`src/inc/far_pkg.sv`:
```
// fault alarm reporter package: error classes, analog level codes, timing
// assumes a 100 MHz sys_clk and a 10-bit dac code for 0..10 v full scale
package far_pkg;
  localparam int unsigned CODE_W = 10; // error code as binary value 0..999
  localparam int unsigned DAC_W = 10; // output dac code width
  localparam int unsigned CLK_HZ = 100_000_000; // system clock rate
  localparam int unsigned TOGGLE_HZ = 2; // half periods per second for 1 hz blink
  localparam int unsigned HALF_CYC = CLK_HZ / TOGGLE_HZ; // cycles per half period
  localparam int unsigned CNT_W = 26; // width of the half-period counter
  // dac codes, 1023 counts = 10 v
  localparam logic [DAC_W-1:0] LVL_0V66 = 10'h43;
  localparam logic [DAC_W-1:0] LVL_1V33 = 10'h88;
  localparam logic [DAC_W-1:0] LVL_2V00 = 10'hcd;
  localparam logic [DAC_W-1:0] LVL_2V66 = 10'h110;
  localparam logic [DAC_W-1:0] LVL_3V33 = 10'h155;
  localparam logic [DAC_W-1:0] LVL_4V00 = 10'h199;
  localparam logic [DAC_W-1:0] LVL_4V66 = 10'h1dc;
  localparam logic [DAC_W-1:0] LVL_5V33 = 10'h221;
  localparam logic [DAC_W-1:0] LVL_6V00 = 10'h266;
  localparam logic [DAC_W-1:0] LVL_6V66 = 10'h2a9;
  localparam logic [DAC_W-1:0] LVL_7V33 = 10'h2ee;
  localparam logic [DAC_W-1:0] LVL_8V00 = 10'h333;
  localparam logic [DAC_W-1:0] LVL_FULL = 10'h3ff;
  localparam logic [CODE_W-1:0] CODE_NONE = 10'h000;
  // error code values
  localparam logic [CODE_W-1:0] E101 = 10'h065;
  localparam logic [CODE_W-1:0] E102 = 10'h066;
  localparam logic [CODE_W-1:0] E103 = 10'h067;
  localparam logic [CODE_W-1:0] E104 = 10'h068;
  localparam logic [CODE_W-1:0] E105 = 10'h069;
  localparam logic [CODE_W-1:0] E106 = 10'h06a;
  localparam logic [CODE_W-1:0] E107 = 10'h06b;
  localparam logic [CODE_W-1:0] E108 = 10'h06c;
  localparam logic [CODE_W-1:0] E111 = 10'h06f;
  localparam logic [CODE_W-1:0] E112 = 10'h070;
  localparam logic [CODE_W-1:0] E113 = 10'h071;
  localparam logic [CODE_W-1:0] E201 = 10'h0c9;
  localparam logic [CODE_W-1:0] E203 = 10'h0cb;
  localparam logic [CODE_W-1:0] E211 = 10'h0d3;
  localparam logic [CODE_W-1:0] E801 = 10'h321;
  localparam logic [CODE_W-1:0] E900 = 10'h384;
  localparam logic [CODE_W-1:0] E999 = 10'h3e7;
  // alarm classes
  typedef enum logic [1:0] {FAR_CLS_NONE, FAR_CLS_FAULT, FAR_CLS_CAL} far_cls_e;
endpackage

```
`src/rtl/far_blink.sv`:
```
// fault alarm reporter blink timer: toggles a phase bit every half second
// assumes sys_clk at 100 mhz and that run drops when blinking must stop
`timescale 1ns/1ps
module far_blink
  import far_pkg::*;
(
  input wire logic sys_clk,
  input wire logic rst_n,
  input wire logic clk_en,
  input wire logic run, // count only while high
  output logic phase // high during the full-scale half
);
  logic [CNT_W-1:0] cnt; // half-period counter
  logic [CNT_W-1:0] next_cnt;
  logic next_phase;

  // next count and phase; restart cleanly whenever run is low
  always_comb
  begin
    next_cnt = cnt;
    next_phase = phase;
    if (!run)
    begin
      next_cnt = '0;
      next_phase = 1'b0;
    end
    else if (cnt == CNT_W'(HALF_CYC - 1))
    begin
      next_cnt = '0;
      next_phase = ~phase;
    end
    else
    begin
      next_cnt = cnt + CNT_W'(1);
    end
  end

  // registers, frozen while clk_en is low
  always_ff @(posedge sys_clk)
  begin
    if (!rst_n)
    begin
      cnt <= '0;
      phase <= 1'b0;
    end
    else if (clk_en)
    begin
      cnt <= next_cnt;
      phase <= next_phase;
    end
  end
endmodule // far_blink

```
`src/rtl/far_reporter.sv`:
```
// fault alarm reporter: latches an error code, shows it, drives the alarm
// contact and replaces the actual-value dac code by a coded error level.
// assumes fault detection supplies a code with a one-cycle valid strobe and
// that all inputs are synchronous to sys_clk.
`timescale 1ns/1ps
// Function
// - factory: calibration class errors open contact
// - start closes contact during calibration error
// - factory: fault class errors close contact
// - non-factory polarity inverts contact state
// - fault codes map to fixed analog levels
// - calibration errors blink level/full scale 1hz
// - start freezes blinking output level
// - alarm latched until reset key or power
// - display shows latched error code
module far_reporter
  import far_pkg::*;
(
  input wire logic sys_clk,
  input wire logic rst_n, // power-on reset
  input wire logic clk_en, // freezes all state while low
  input wire logic err_valid, // one-cycle strobe: new error detected
  input wire logic [far_pkg::CODE_W-1:0] err_code, // binary error code
  input wire logic start_req, // start signal level
  input wire logic reset_key, // operator reset key level
  input wire logic relay_inverted, // high: non-factory alarm relay polarity
  input wire logic [far_pkg::DAC_W-1:0] temp_level, // normal temperature dac code
  output logic alarm_active, // alarm latched
  output logic [far_pkg::CODE_W-1:0] disp_code, // code for the display
  output logic contact_closed, // alarm contact closed
  output logic [far_pkg::DAC_W-1:0] act_out // actual-value output dac code
);
  import far_pkg::*;

  far_cls_e cls; // class of the latched error
  far_cls_e next_cls;
  logic [CODE_W-1:0] code; // latched code
  logic [CODE_W-1:0] next_code;
  logic frozen; // start seen during a calibration error
  logic next_frozen;
  logic [DAC_W-1:0] frz_level; // level held after freeze
  logic [DAC_W-1:0] next_frz_level;
  logic phase; // blink phase, high shows full scale
  logic [DAC_W-1:0] err_level; // level for the latched code
  logic [DAC_W-1:0] blink_level; // level as currently blinking
  logic open_factory; // contact open in factory polarity
  logic [DAC_W-1:0] next_act;
  logic next_contact;
  far_cls_e in_cls; // class of the incoming code

  // classify an incoming code; unknown codes are treated as faults
  always_comb
  begin
    if ((err_code >= E104 && err_code <= E106) || (err_code >= E111 && err_code <= E113)
        || err_code == E211)
      in_cls = FAR_CLS_CAL;
    else
      in_cls = FAR_CLS_FAULT;
  end

  // map the latched code to its level
  always_comb
  begin
    if (code == E101)
      err_level = LVL_0V66;
    else if (code == E102)
      err_level = LVL_1V33;
    else if (code == E103)
      err_level = LVL_2V00;
    else if (code == E107 || code == E108)
      err_level = LVL_2V66;
    else if (code >= E201 && code <= E203)
      err_level = LVL_3V33;
    else if (code == E801)
      err_level = LVL_4V00;
    else if (code >= E900 && code <= E999)
      err_level = LVL_4V66;
    else if (code >= E104 && code <= E106)
      err_level = LVL_5V33;
    else if (code == E211)
      err_level = LVL_6V00;
    else if (code == E111)
      err_level = LVL_6V66;
    else if (code == E112)
      err_level = LVL_7V33;
    else if (code == E113)
      err_level = LVL_8V00;
    else
      err_level = LVL_4V66; // unlisted code: shown as internal fault
  end

  // blink timer runs only while an unfrozen calibration error is latched
  far_blink u_blink (
    .sys_clk(sys_clk),
    .rst_n(rst_n),
    .clk_en(clk_en),
    .run(cls == FAR_CLS_CAL && !frozen),
    .phase(phase)
  );

  assign blink_level = phase ? LVL_FULL : err_level;

  // alarm latch: the first error is kept, only reset key or power clears it
  always_comb
  begin
    next_cls = cls;
    next_code = code;
    next_frozen = frozen;
    next_frz_level = frz_level;
    case (cls)
      FAR_CLS_NONE:
      begin
        // a new error beats a held reset key so no event is lost
        if (err_valid)
        begin
          next_cls = in_cls;
          next_code = err_code;
        end
      end
      default:
      begin
        if (reset_key)
        begin
          // reset key is the only clearing path short of power-up
          next_cls = FAR_CLS_NONE;
          next_code = CODE_NONE;
          next_frozen = 1'b0;
        end
        else if (cls == FAR_CLS_CAL && start_req && !frozen)
        begin
          // keep whatever level is showing at this moment
          next_frozen = 1'b1;
          next_frz_level = blink_level;
        end
      end
    endcase
  end

  // output values; contact idle state is open in factory polarity
  always_comb
  begin
    next_act = temp_level;
    open_factory = 1'b1;
    case (cls)
      FAR_CLS_FAULT:
      begin
        next_act = err_level;
        open_factory = 1'b0;
      end
      FAR_CLS_CAL:
      begin
        next_act = frozen ? frz_level : blink_level;
        open_factory = !frozen;
      end
      default:
      begin
        next_act = temp_level;
        open_factory = 1'b1;
      end
    endcase
    next_contact = relay_inverted ? open_factory : !open_factory;
  end

  // state and output registers
  always_ff @(posedge sys_clk)
  begin
    if (!rst_n)
    begin
      cls <= FAR_CLS_NONE;
      code <= CODE_NONE;
      frozen <= 1'b0;
      frz_level <= '0;
      act_out <= '0;
      contact_closed <= 1'b0;
    end
    else if (clk_en)
    begin
      cls <= next_cls;
      code <= next_code;
      frozen <= next_frozen;
      frz_level <= next_frz_level;
      act_out <= next_act;
      contact_closed <= next_contact;
    end
  end

  assign alarm_active = (cls != FAR_CLS_NONE);
  assign disp_code = code;
endmodule // far_reporter

```
`config.mk`:
```
export PLATFORM = sky130hd
export DESIGN_NAME = far_reporter
export DESIGN_NICKNAME = d
export VERILOG_FILES = /design/src/inc/far_pkg.sv /design/src/rtl/far_blink.sv /design/src/rtl/far_reporter.sv
export SDC_FILE = /design/constraint.sdc
export NUM_CORES = 1
export LEC_CHECK = 0
export BUFFER_PORTS_ARGS = -buffer_cell sky130_fd_sc_hd__buf_2
export CAP_MARGIN = 5
export CORE_MARGIN = 1
export CORE_UTILIZATION = 45
export DETAILED_ROUTE_END_ITERATION = 10
export PLACE_DENSITY_LB_ADDON = 0.3
export SYNTH_ARGS = -nofsm -noshare
export SYNTH_HDL_FRONTEND = slang
export SYNTH_HIERARCHICAL = 1
export SYNTH_SLANG_ARGS = --single-unit
```
`constraint.sdc`:
```
create_clock -name sys_clk -period 4.9 [get_ports sys_clk]
set_input_delay 0.245 -clock sys_clk [delete_from_list [all_inputs] [get_ports sys_clk]]
set_output_delay 0.245 -clock sys_clk [all_outputs]
set_load 0.1 [all_outputs]
```
; After elaboration in Yosys (flattened, before gate mapping)
; Cells that the tools add are included.
[totals]
reg_bits = 61
inputBits = 27
output_inout_bits = 22
elab_cells = 89
[classes]
addsub = 1
n_lt_le_gt_ge = 10
n_eq_ne = 16
muxes = 30
n_bitwise = 3
reduce_logical = 21
[ops]
columns = cell, count
row1 = 2-to-1 mux 10 bit, 17
row2 = equality test 10 x 7 -> 1 bit (second input constant), 8
row3 = 2-to-1 mux 26 bit, 2
row4 = >= comparator 10 x 7 -> 1 bit (second input constant), 3
row5 = less-or-equal comparator 10 x 7 -> 1 bit (second input constant), 3
row6 = adder 26 x 1 -> 26 bit (second input constant), 1
row7 = equality test 26 bit (second input constant), 1
row8 = equality test 10 x 8 -> 1 bit (second input constant), 2
row9 = one-hot mux 10 bit (2 select lines), 1
row10 = equality test 10 bit (second input constant), 1
row11 = >= comparator 10 bit (second input constant), 1
row12 = >= comparator 10 x 8 -> 1 bit (second input constant), 1
row13 = less-or-equal comparator 10 bit (second input constant), 1
row14 = less-or-equal comparator 10 x 8 -> 1 bit (second input constant), 1
row15 = logical AND 1 bit, 8
row16 = 2-to-1 mux 2 bit, 4
row17 = AND reduction 3 bit, 2
row18 = nonzero test 2 bit, 3
row19 = 2-to-1 mux 1 bit, 5
row20 = inequality test 2 bit (second input constant), 2
row21 = AND reduction 4 bit, 1
row22 = logical OR 1 bit, 3
row23 = NOT 1 bit, 3
row24 = equality test 2 x 1 -> 1 bit (second input constant), 1
row25 = other kinds (5), 6

; Depth between registers and ports, before layout
; Gate-level depths: netlist of run 1.
[logic_depth]
ltp_word = 16
depth_mapped = 9
mapped_depth_nobuf = 8

; Modules after synthesis
; Netlist of run 1, hierarchy kept.
[by_module_without_submodules]
columns = module, instances, cells_per_inst, area_each_um2, seq_area_each_um2
row1 = far_reporter, 1, 242, 1950.6, 620.6
row2 = far_blink, 1, 174, 1536.5, 540.5

; Worst setup path after synthesis of run 1
; Ideal clock, no wire load.
[synth_path]
kind = register to register
startpoint = register code[4] (netlist: disp_code[4])
endpoint = register act_out[4] in the netlist's numbering
setup_ns = 0.119
arrival_ns = 2.297
required_ns = 4.781
slack_ns = 2.483
stages_incl_launch_ff = 8
path_buffers = 1
period_less_slack_ns = 2.417
path_cell_list = dfxtp_1 buf_4 or3b_1 a21oi_1 o211ai_2 o2111ai_1 a41oi_1 o221a_2
[synth_between]
elab_chain_len = 15
word_cells_on_any_way = 33
classes_between = order compare (6) / eq/ne (9) / mux (14) / reduce/logical (4)
[synth_lines]
columns = item, line_no
row1 = "start, declared", far_reporter.sv:37  ; logic [CODE_W-1:0] code;
row2 = "start signal, assigned", far_reporter.sv:179  ; code <= next_code;
row3 = branches (longest 11 deep; another with >= comparator 10 x 7 -> 1 bit), n/a
row4 = 2-to-1 mux 10 bit *, far_reporter.sv:64  ; if (code == E101)
row5 = 2-to-1 mux 10 bit, far_reporter.sv:101  ; assign blink_level = phase ? LVL_FULL : err_level;
row6 = 2-to-1 mux 10 bit, far_reporter.sv:152  ; next_act = frozen ? frz_level : blink_level;
row7 = one-hot mux 10 bit (2 select lines) *, far_reporter.sv:144  ; case (cls)
row8 = "end signal, assigned", far_reporter.sv:182  ; act_out <= next_act;
row9 = "end, declared", far_reporter.sv:31  ; output logic [far_pkg::DAC_W-1:0] act_out
; Mark *: on every way between the ends.
; A chain may end at the register's enable or synchronous reset.

; Worst setup path after layout of run 1
[layout_path]
startpoint = register cls[0]
endpoint = register frz_level[6]
[layout_between]
elab_chain_len = 4
word_cells_on_any_way = 6
classes_between = eq/ne (1) / bitwise (1) / reduce/logical (4)
[layout_lines]
columns = item, line_no
row1 = "start, declared", far_reporter.sv:35  ; far_cls_e cls;
row2 = "start signal, assigned", far_reporter.sv:178  ; cls <= next_cls;
row3 = equality test 2 bit, far_reporter.sv:129  ; else if (cls == FAR_CLS_CAL && start_req && !frozen)
row4 = logical AND 1 bit (2 in a row), far_reporter.sv:129
row5 = AND reduction 4 bit (no line) *, n/a
row6 = "end signal, assigned", far_reporter.sv:181  ; frz_level <= next_frz_level;
row7 = "end, declared", far_reporter.sv:41  ; logic [DAC_W-1:0] frz_level;
; Mark *: on every way between the ends. The rest lies on a longest branch, timed or not.

==> results of run 1 <==
==> cells by family after synthesis <==
| family | count (synthesis) |
|---|---|
| XOR/XNOR | 10 |
| buffers and inverters | 34 |
| AO/OA/AOI/OAI | 123 |
| multiplexers | 6 |
| adder cells (fa/ha/maj) | 4 |
| flip-flops | 58 |
| AND/OR/NAND/NOR | 181 |
==> layout make-up <==
class                      instances  area share (%)
multi-input combinational        324            55.1
sequential                        58            29.6
timing repair buffer              49            6.31
clock buffer                       9            3.15
tap                               99            3.15
clock inverter                     7            1.78
inverter                          10           0.956
==> stage by stage <==
step / utilization, % / hold WS (ns)
after floorplan: - / 0.356
after global placement: 50.7 / 0.431
after detailed placement: 50.7 / 0.439
after CTS: 53.3 / 0.132
after global routing: 53.3 / 0.152
final: 53.3 / 0.142
==> critical path, stage by stage (launching register included) <==
cell and delay, ns:
dfxtp_1 0.33, inv_1 0.08, ha_1 0.31, inv_1 0.15, nor2_2 0.41, and4b_1 0.43, and2b_1 0.27, o21ai_0 0.12
o211a_1 0.17
==> cell usage in the layout, fill, tap and decap left out, types with 3 or more instances in the layout <==
| cell | Yosys | layout |
|---|---|---|
| a221oi_1 | 12 | 12 |
| o21ai_0 | 28 | 28 |
| and3_1 | 7 | 7 |
| dfxtp_1 | 58 | 58 |
| clkinvlp_4 | 0 | 4 |
| and4_1 | 7 | 7 |
| or4_1 | 8 | 8 |
| or3_1 | 5 | 5 |
| nand4_1 | 15 | 15 |
| and2_1 | 5 | 5 |
| nand3_1 | 14 | 14 |
| buf_2 | 7 | 48 |
| nor2_1 | 30 | 30 |
| ha_1 | 4 | 4 |
| nand2b_1 | 7 | 7 |
| nor2b_1 | 9 | 9 |
| o211ai_1 | 3 | 3 |
| a21oi_1 | 19 | 19 |
| o21ai_1 | 5 | 5 |
| inv_1 | 9 | 9 |
| o31ai_1 | 12 | 12 |
| nor4_1 | 4 | 4 |
| nand3b_1 | 4 | 4 |
| clkbuf_8 | 0 | 9 |
| nor3_1 | 13 | 13 |
| xnor2_1 | 4 | 4 |
| o21a_1 | 4 | 4 |
| nand2_1 | 29 | 29 |
| xor2_1 | 6 | 6 |
| a211oi_1 | 3 | 3 |
| mux2i_1 | 4 | 4 |
| a22oi_1 | 11 | 11 |
==> power groups by stage <==
stage               clock, W  sequential (W)  combinational (W)
floorplan                  0        0.000580          0.0000692
global placement           0        0.000508           0.000177
detailed placement         0        0.000508           0.000178
CTS                 0.000443        0.000498           0.000179
global route        0.000462        0.000500           0.000189
finish              0.000435        0.000498           0.000179
==> layer usage <==
| metal | global-route usage [%] | vias up |
|---|---|---|
| met5 | 0 | - |
| met4 | 8.74 | 0 |
| met3 | 4.40 | 16 |
| met2 | 31.8 | 139 |
| met1 | 32.2 | 1584 |
| li1 | - | 1668 |
==> registers in the layout, summed over array words and instances (netlist names) <==
register        flops
cls                 2
frz_level           7
disp_code          10
act_out            10
frozen              1
u_blink/cnt        26
u_blink/phase       1
contact_closed      1
==> path summary, 6_finish.rpt <==
kind	startpoint	to	slack [ns]	cells after the start
hold reg to reg	act_out[9]	act_out[9]	0.45	2
hold / removal	temp_level[9]	act_out[9]	0.14	3
setup / recovery	cls[0]	frz_level[6]	2.53	8
setup reg to reg	cls[0]	frz_level[6]	2.53	8
==> results.toml, run 1 <==
[outcome]
status = "finished, final reports clean"

[sta]
drv_slew = 0
max_freq_mhz = 422
worstMarginPinSlew_ns = 0.762
layout_min_cycle_time_ns = 2.37
rsz0062_at_grt = "no"
setup_ws_ns = 2.53
max-slew-margin-rel_pct = 49.2
fin_skew_ns = 0.00889
finalSetupViolCount = 0
layout_worst_path_cycle_share_pct = 48.4
setup_tns_ns = 0
hold_viol = 0

[route]
wl_per_cell_um = 15.7
wl_mm = 8.74
drtIter0Drc = 239
highest_layer = "met4"
met2_wirelength_mm = 3.71
vias_per_cell = 6.13
met3_length_um = 627
dr.pass1.iters = 5
drc = 0
wl_met1_mm = 4.26
vias = 3407
ant_nets = 0

[place]
io_buffer_count = 48
dp_hpwl_mm = 6.09
dp_slack_ns = 2.54
gp_congestion = 0.896
placed_area_um2 = 3730
placedCellCount = 540

[logic_synthesis]
synthArstFlopShare_pct = 0
synthTopCellsByArea = "dfxtp_1, o21ai_0, nor2_1"
ys_top_cells_by_count = "dfxtp_1, nor2_1, nand2_1"
yosys.area.top_type_share_pct = 33.3
syn_nets = 447
yosysTopAreaCell = "dfxtp_1"
ys.flop_type = "dfxtp_1"
synthCells = 416
synth_top_family_by_area = "simple AND/OR/NAND/NOR gates"
ys_warn_count = 6
syn_avg_cell_area_um2 = 8.38
synthAdderAreaFrac_pct = 1.44
yosysMostFrequentCell = "dfxtp_1"
synth_cell_types = 77
synth_edf_count = 0
synth-compound-area-share_pct = 25.4
synthMuxAreaShare_pct = 1.79
synthXorXnorAreaFrac_pct = 2.51
mappedNetlistArea_um2 = 3490
synth.ff_latch_count = 58
yosys.area_share.simple_pct = 30.9
yosysSeqAreaShare_pct = 33.3

[cells_and_area]
antenna_cells = 0
multi_input_area_um2 = 2160
final_area_um2 = 3930
drive_gt1_share_pct = 19.5
seqCellArea_um2 = 1160
area_growth_pct = 12.6
nets = 483
nFillCells = 703
layoutNonFillerInstCount = 556

[pwr]
internal_power_w = 0.000757
ir_drop_v = 0.000169
p_leak_nw = 1.39
powerDensity_nw_per_um2 = 283
p_switching_w = 0.000354
fin_total_pwr_w = 0.00111
comb_power_share_pct = 16.1
seqPwrFrac_pct = 44.8
clock_power_share_pct = 39.1
switching_share_pct = 31.9

[clock_network]
clock_path_buffers = 2
clock-sinks = 58
root_buffer = "clkbuf_8"
insertion_delay_ns = 0.33
cts_made_buffers = 9
cts_resized = 0
cts_max_level = 3
cts_tree = "built"
cts_setup_buffers = 0
clk_pin_slew_ns = 0.07
postCtsHoldBufs = 0

[die]
start_util_pct = 47.3
num_rows = 31
die_area_um2 = 8110
die-height_um = 90.0
core_um2 = 7370
num_io_pins = 49
die-width_um = 90.0

[global_routing]
grt_pass1_wl_mm = 14.9
antenna_found_initial = 0
grt_pass1_vias = 3092
grt_use_total_pct = 22.1
overflow = 0
grt_max_degree = 43

[worst_setup_path]
cp-end-kind = "flop"
start_kind = "flop"
worstPathMaxFanout = 12
crit_type = "flop to flop"
arrival_ns = 2.60
required_ns = 5.13

[worst_hold_path]
hold_class = "primary input to flop"

[run]
drv_cap = 0
No activity file was read; power rests on OpenSTA's default activity.
==> inputs of run 2 (changes only) <==
Clock period 4.9 ns to 1.9 ns, I/O delays scaled along.
==> run 2 against run 1 <==
Combinational power grew to 2.7 times the previous value. Non-clock buffer count grew 36. Via count increased by 4.9%. Critical path type unchanged. Highest routed layer unchanged. Routed wire length is 6.7% higher. Total power grew to 2.8 times the previous value. Flip-flop and latch count stayed put. Core utilization rose by 5.5 points. Sequential share of layout area shrank 2.0 points. Sequential power rose to 2.6 times the previous value. Clock power rose to 3.1 times the previous value. Critical path depth shrank 2. Critical endpoint is now act_out[8]. Die area unchanged.
==> results.toml, run 2 (synthesis gave the netlist of run 1 again) <==
[pwr]
seqPwrFrac_pct = 41.2
clock_power_share_pct = 43.2
ir_drop_v = 0.000440
p_leak_nw = 1.62
switching_share_pct = 28.9
p_switching_w = 0.000897
internal_power_w = 0.00221
comb_power_share_pct = 15.6
powerDensity_nw_per_um2 = 717

[route]
drtIter0Drc = 173
dr.pass1.iters = 5
vias = 3575
ant_nets = 0
wl_mm = 9.32
wl_per_cell_um = 15.7
vias_per_cell = 6.04
drc = 0

[cells_and_area]
layoutNonFillerInstCount = 592
area_growth_pct = 24.3
top_register = "u_blink/cnt"
final_area_um2 = 4330
drive_gt1_share_pct = 30.0
mostFrequentLayoutCell = "buf_2"
fin_util_pct = 58.8
antenna_cells = 0
nets = 519
nFillCells = 689
final_cell_mix = "buf_2, dfxtp_1, buf_4"
largest_register_ffs = 26

[worst_hold_path]
hold_class = "primary input to flop"
hold_depth = 3

[place]
placedCellCount = 574
gp_congestion = 0.882
dp_slack_ns = -0.0110
io_buffer_count = 48
dp_hpwl_mm = 6.68
placed_area_um2 = 4020

[outcome]
status = "finished, final reports clean"

[die]
start_util_pct = 47.3
num_io_pins = 49
core_um2 = 7370
num_rows = 31
die_area_um2 = 8110
die-height_um = 90.0
die-width_um = 90.0

[worst_setup_path]
start_kind = "flop"
worstRegToRegCells = 6
cp-end-kind = "flop"
worstPathMaxFanout = 10
required_ns = 2.13
crit_type = "flop to flop"
arrival_ns = 2.05

[clock_network]
clock-sinks = 58
cts_tree = "built"
clock_path_buffers = 2
cts_setup_buffers = 0
cts_made_buffers = 9
cts_max_level = 3
insertion_delay_ns = 0.34
root_buffer = "clkbuf_8"
clk_pin_slew_ns = 0.07

[global_routing]
grt_max_degree = 19
overflow = 0
grt_use_total_pct = 23.5
antenna_found_initial = 0
grt_pass1_wl_mm = 15.5
grt_pass1_vias = 3291

[sta]
setup_ws_ns = 0.0822
drv_slew = 0
setup_tns_ns = 0
rsz0062_at_grt = "yes"
finalSetupViolCount = 0
layout_worst_path_cycle_share_pct = 95.7
max_freq_mhz = 550
hold_viol = 0
layout_min_cycle_time_ns = 1.82
fin_skew_ns = 0.0129
max-slew-margin-rel_pct = 60.6
worstMarginPinSlew_ns = 0.591

[run]
drv_cap = 0
==> run 2: worst max-delay path, stage by stage, from the launching register on <==
cell	delay, ns
dfxtp_4	0.40
or3b_1	0.40
a21oi_1	0.22
o211ai_2	0.15
o2111ai_1	0.17
a41oi_2	0.20
o221a_2	0.17
==> run 2: timing repair <==
item,4_1_cts,5_1_grt
hold endpoints to repair,2,0
hold buffers,2,0
endpoints found under the setup margin,3,23
pin swaps,0,0
gates resized for setup,2,20
==> run 2: area by class of cell <==
class	instances	area, µm²	area share [%]
multi-input combinational	324	2220	51.1
sequential	58	1200	27.6
timing repair buffer	85	523	12.1
clock buffer	12	165	3.81
tap	99	124	2.86
clock inverter	4	71.3	1.65
inverter	10	37.5	0.866
==> run 2: path summary, 6_finish.rpt <==
path                      start    endpoint  slack, ns
hold / removal    temp_level[5]  act_out[5]       0.02
setup / recovery   disp_code[4]  act_out[8]       0.08
setup reg to reg   disp_code[4]  act_out[8]       0.08
hold reg to reg      act_out[9]  act_out[9]       0.45
==> run 2: through the flow <==
| stage | hold WS, ns | total power [W] |
|---|---|---|
| 4_1_cts | 0.00953 | 0.00312 |
| 3_5_place_dp | 0.345 | 0.00178 |
| 6_report | 0.0218 | 0.00311 |
| 5_1_grt | 0.0210 | 0.00322 |
| 3_3_place_gp | 0.334 | 0.00178 |
| 2_1_floorplan | 0.206 | 0.00167 |
==> run 2: metal layers <==
| metal | share of wire, % | track usage (%) | up-vias |
|---|---|---|---|
| met1 | 48 | 32.0 | 1703 |
| met3 | 5.6 | 4.74 | 12 |
| met4 | 1.9 | 10.1 | 0 |
| met2 | 44 | 36.1 | 117 |
| li1 | - | - | 1743 |
| met5 | 0 | 0 | - |
==> run 2: power groups by stage <==
| stage | sequential (W) | clock [W] | combinational (W) |
|---|---|---|---|
| after global placement | 0.00130 | 0 | 0.000473 |
| after floorplan | 0.00149 | 0 | 0.000179 |
| final | 0.00128 | 0.00134 | 0.000485 |
| after CTS | 0.00128 | 0.00136 | 0.000482 |
| after detailed placement | 0.00131 | 0 | 0.000477 |
| after global routing | 0.00128 | 0.00142 | 0.000513 |
==> inputs of run 3 (changes only) <==
Settings changed: CELL_PAD_IN_SITES_DETAIL_PLACEMENT set to 0, CELL_PAD_IN_SITES_GLOBAL_PLACEMENT set to 2, CORE_UTILIZATION 45 to 31, SYNTH_HIERARCHICAL 1 to not set.
==> run 3 against run 2 <==
First-iteration DRC count shrank 46%. Sequential share of layout area grew 1.6 points. Area after synthesis shrank 3.2%. Sequential power is essentially flat. Non-clock buffer count shrank 12. Clock power shrank 22%. Final area shrank 6.6%. Fmax grew 4.6%.
==> results.toml, run 3 <==
[cells_and_area]
top_register = "u_blink.cnt"
layoutNonFillerInstCount = 597
fin_util_pct = 38.9
nets = 488
drive_gt1_share_pct = 27.8
final_cell_mix = "dfxtp_1, buf_2, nor2_1"
antenna_cells = 0
area_growth_pct = 20.0
largest_register_ffs = 26

[global_routing]
grt_pass1_wl_mm = 15.6
grt_pass1_vias = 3065
antenna_found_initial = 0
overflow = 0
grt_use_total_pct = 17.6
grt_max_degree = 32

[sta]
fin_skew_ns = 0.00801
hold_viol = 0
drv_slew = 0
max_freq_mhz = 575
finalSetupViolCount = 0
layout_min_cycle_time_ns = 1.74
worstMarginPinSlew_ns = 0.504
setup_tns_ns = 0
rsz0062_at_grt = "no"
max-slew-margin-rel_pct = 66.6
layout_worst_path_cycle_share_pct = 91.5

[die]
die-width_um = 106
start_util_pct = 32.4
die_area_um2 = 11300
num_rows = 37
num_io_pins = 49
core_um2 = 10400
die-height_um = 106

[route]
ant_nets = 0
vias = 3130
vias_per_cell = 5.24
wl_per_cell_um = 15.7
drtIter0Drc = 94
drc = 0
wl_mm = 9.34
dr.pass1.iters = 5

[pwr]
ir_drop_v = 0.000331
p_leak_nw = 1.56
powerDensity_nw_per_um2 = 698
fin_total_pwr_w = 0.00283

[logic_synthesis]
synthArstFlopShare_pct = 0
synth_edf_count = 0
synth_cell_types = 71
mappedNetlistArea_um2 = 3370
synthCells = 396
ys_top_cells_by_count = "dfxtp_1, nor2_1, nand2_1"
yosysTopAreaCell = "dfxtp_1"
yosysMostFrequentCell = "dfxtp_1"
yosysSeqAreaShare_pct = 34.4
synth.ff_latch_count = 58
syn_avg_cell_area_um2 = 8.52
synthTopCellsByArea = "dfxtp_1, xnor2_1, nor2_1"
ys_warn_count = 0
ys.flop_type = "dfxtp_1"
yosys.area.top_type_share_pct = 34.4
syn_nets = 427

[worst_setup_path]
required_ns = 2.12
cp_slowest_cell = "ha_1"
start_kind = "flop"
arrival_ns = 1.95
cpPeakStageDelay_ns = 0.41
cp-end-kind = "flop"
crit_path_cell_trace = "inv_1 > ha_1 > buf_4 > or2_2 > a22oi_1 > o31ai_1"
worstPathMaxFanout = 9
crit_type = "flop to flop"

[place]
gp_congestion = 0.829
io_buffer_count = 48
dp_hpwl_mm = 6.94
placedCellCount = 582

[clock_network]
insertion_delay_ns = 0.33
clk_pin_slew_ns = 0.07
clock-sinks = 58
cts_made_buffers = 9
postCtsHoldBufs = 0
cts_tree = "built"
cts_max_level = 3
clock_path_buffers = 2
root_buffer = "clkbuf_8"
cts_resized = 0
cts_setup_buffers = 0

[run]
drv_cap = 0

[worst_hold_path]
hold_class = "primary input to flop"

[outcome]
status = "finished, final reports clean"
## run 3: layout make-up
type                    instances  area, µm²
clock buffers                  10        149
multi-input cells             303       2030
inverters                      12       45.0
clock inverters                 5       28.8
repair buffers                 73        440
fillers                      1113       6370
flip-flops and latches         58       1180
well taps                     136        170
## run 3: metrics by stage
step,setup WS (ns),hold slack [ns],cell area [µm²]
floorplan,0.0131,0.253,3390
global placement,0.213,0.396,3870
detailed placement,0.142,0.388,3870
CTS,0.148,0.0357,4050
global route,0.0186,0.0592,4050
finish,0.162,0.0557,4050
## run 3: power breakdown
| group | total (W) | switching, W | internal, W |
|---|---|---|---|
| logic | 0.000501 | 0.000366 | 0.000135 |
| clock network | 0.00104 | 0.000506 | 0.000538 |
| registers | 0.00128 | 0.0000358 | 0.00125 |
## run 3: worst paths after layout
path | startpoint | endpoint | slack (ns) | depth (start not counted)
hold / removal | start_req | frozen | 0.06 | 3
setup reg to reg | cls[1] | act_out[7] | 0.16 | 6
setup / recovery | cls[1] | act_out[7] | 0.16 | 6
hold reg to reg | act_out[2] | act_out[2] | 0.47 | 2
## run 3: cells by family (layout without fill, tap and decap cells)
| group | count (synthesis) | in the layout | share of synthesized area, % |
|---|---|---|---|
| compound gates | 89 | 89 | 18.9 |
| flops | 58 | 58 | 34.4 |
| fa+ha+maj | 4 | 4 | 1.48 |
| xor+xnor | 26 | 26 | 6.75 |
| buf+inv | 35 | 100 | 5.30 |
| simple gates | 181 | 181 | 32.2 |
| mux | 3 | 3 | 0.927 |
## run 3: metal layers
| layer | track usage [%] | wire length [µm] | up-vias |
|---|---|---|---|
| met2 | 31.0 | 4610 | 51 |
| li1 | - | - | 1560 |
| met5 | 0 | 0 | - |
| met1 | 21.8 | 4350 | 1509 |
| met3 | 2.58 | 275 | 10 |
| met4 | 5.85 | 110 | 0 |
## run 3: critical path: cells and delay by family (launching register included)
| kind | cells | cell delay (ns) |
|---|---|---|
| adders and majority gates | 1 | 0.41 |
| DFF | 1 | 0.37 |
| buffers and inverters | 2 | 0.29 |
| and+or+nand+nor | 1 | 0.29 |
| AOI/OAI and AO/OA | 2 | 0.28 |
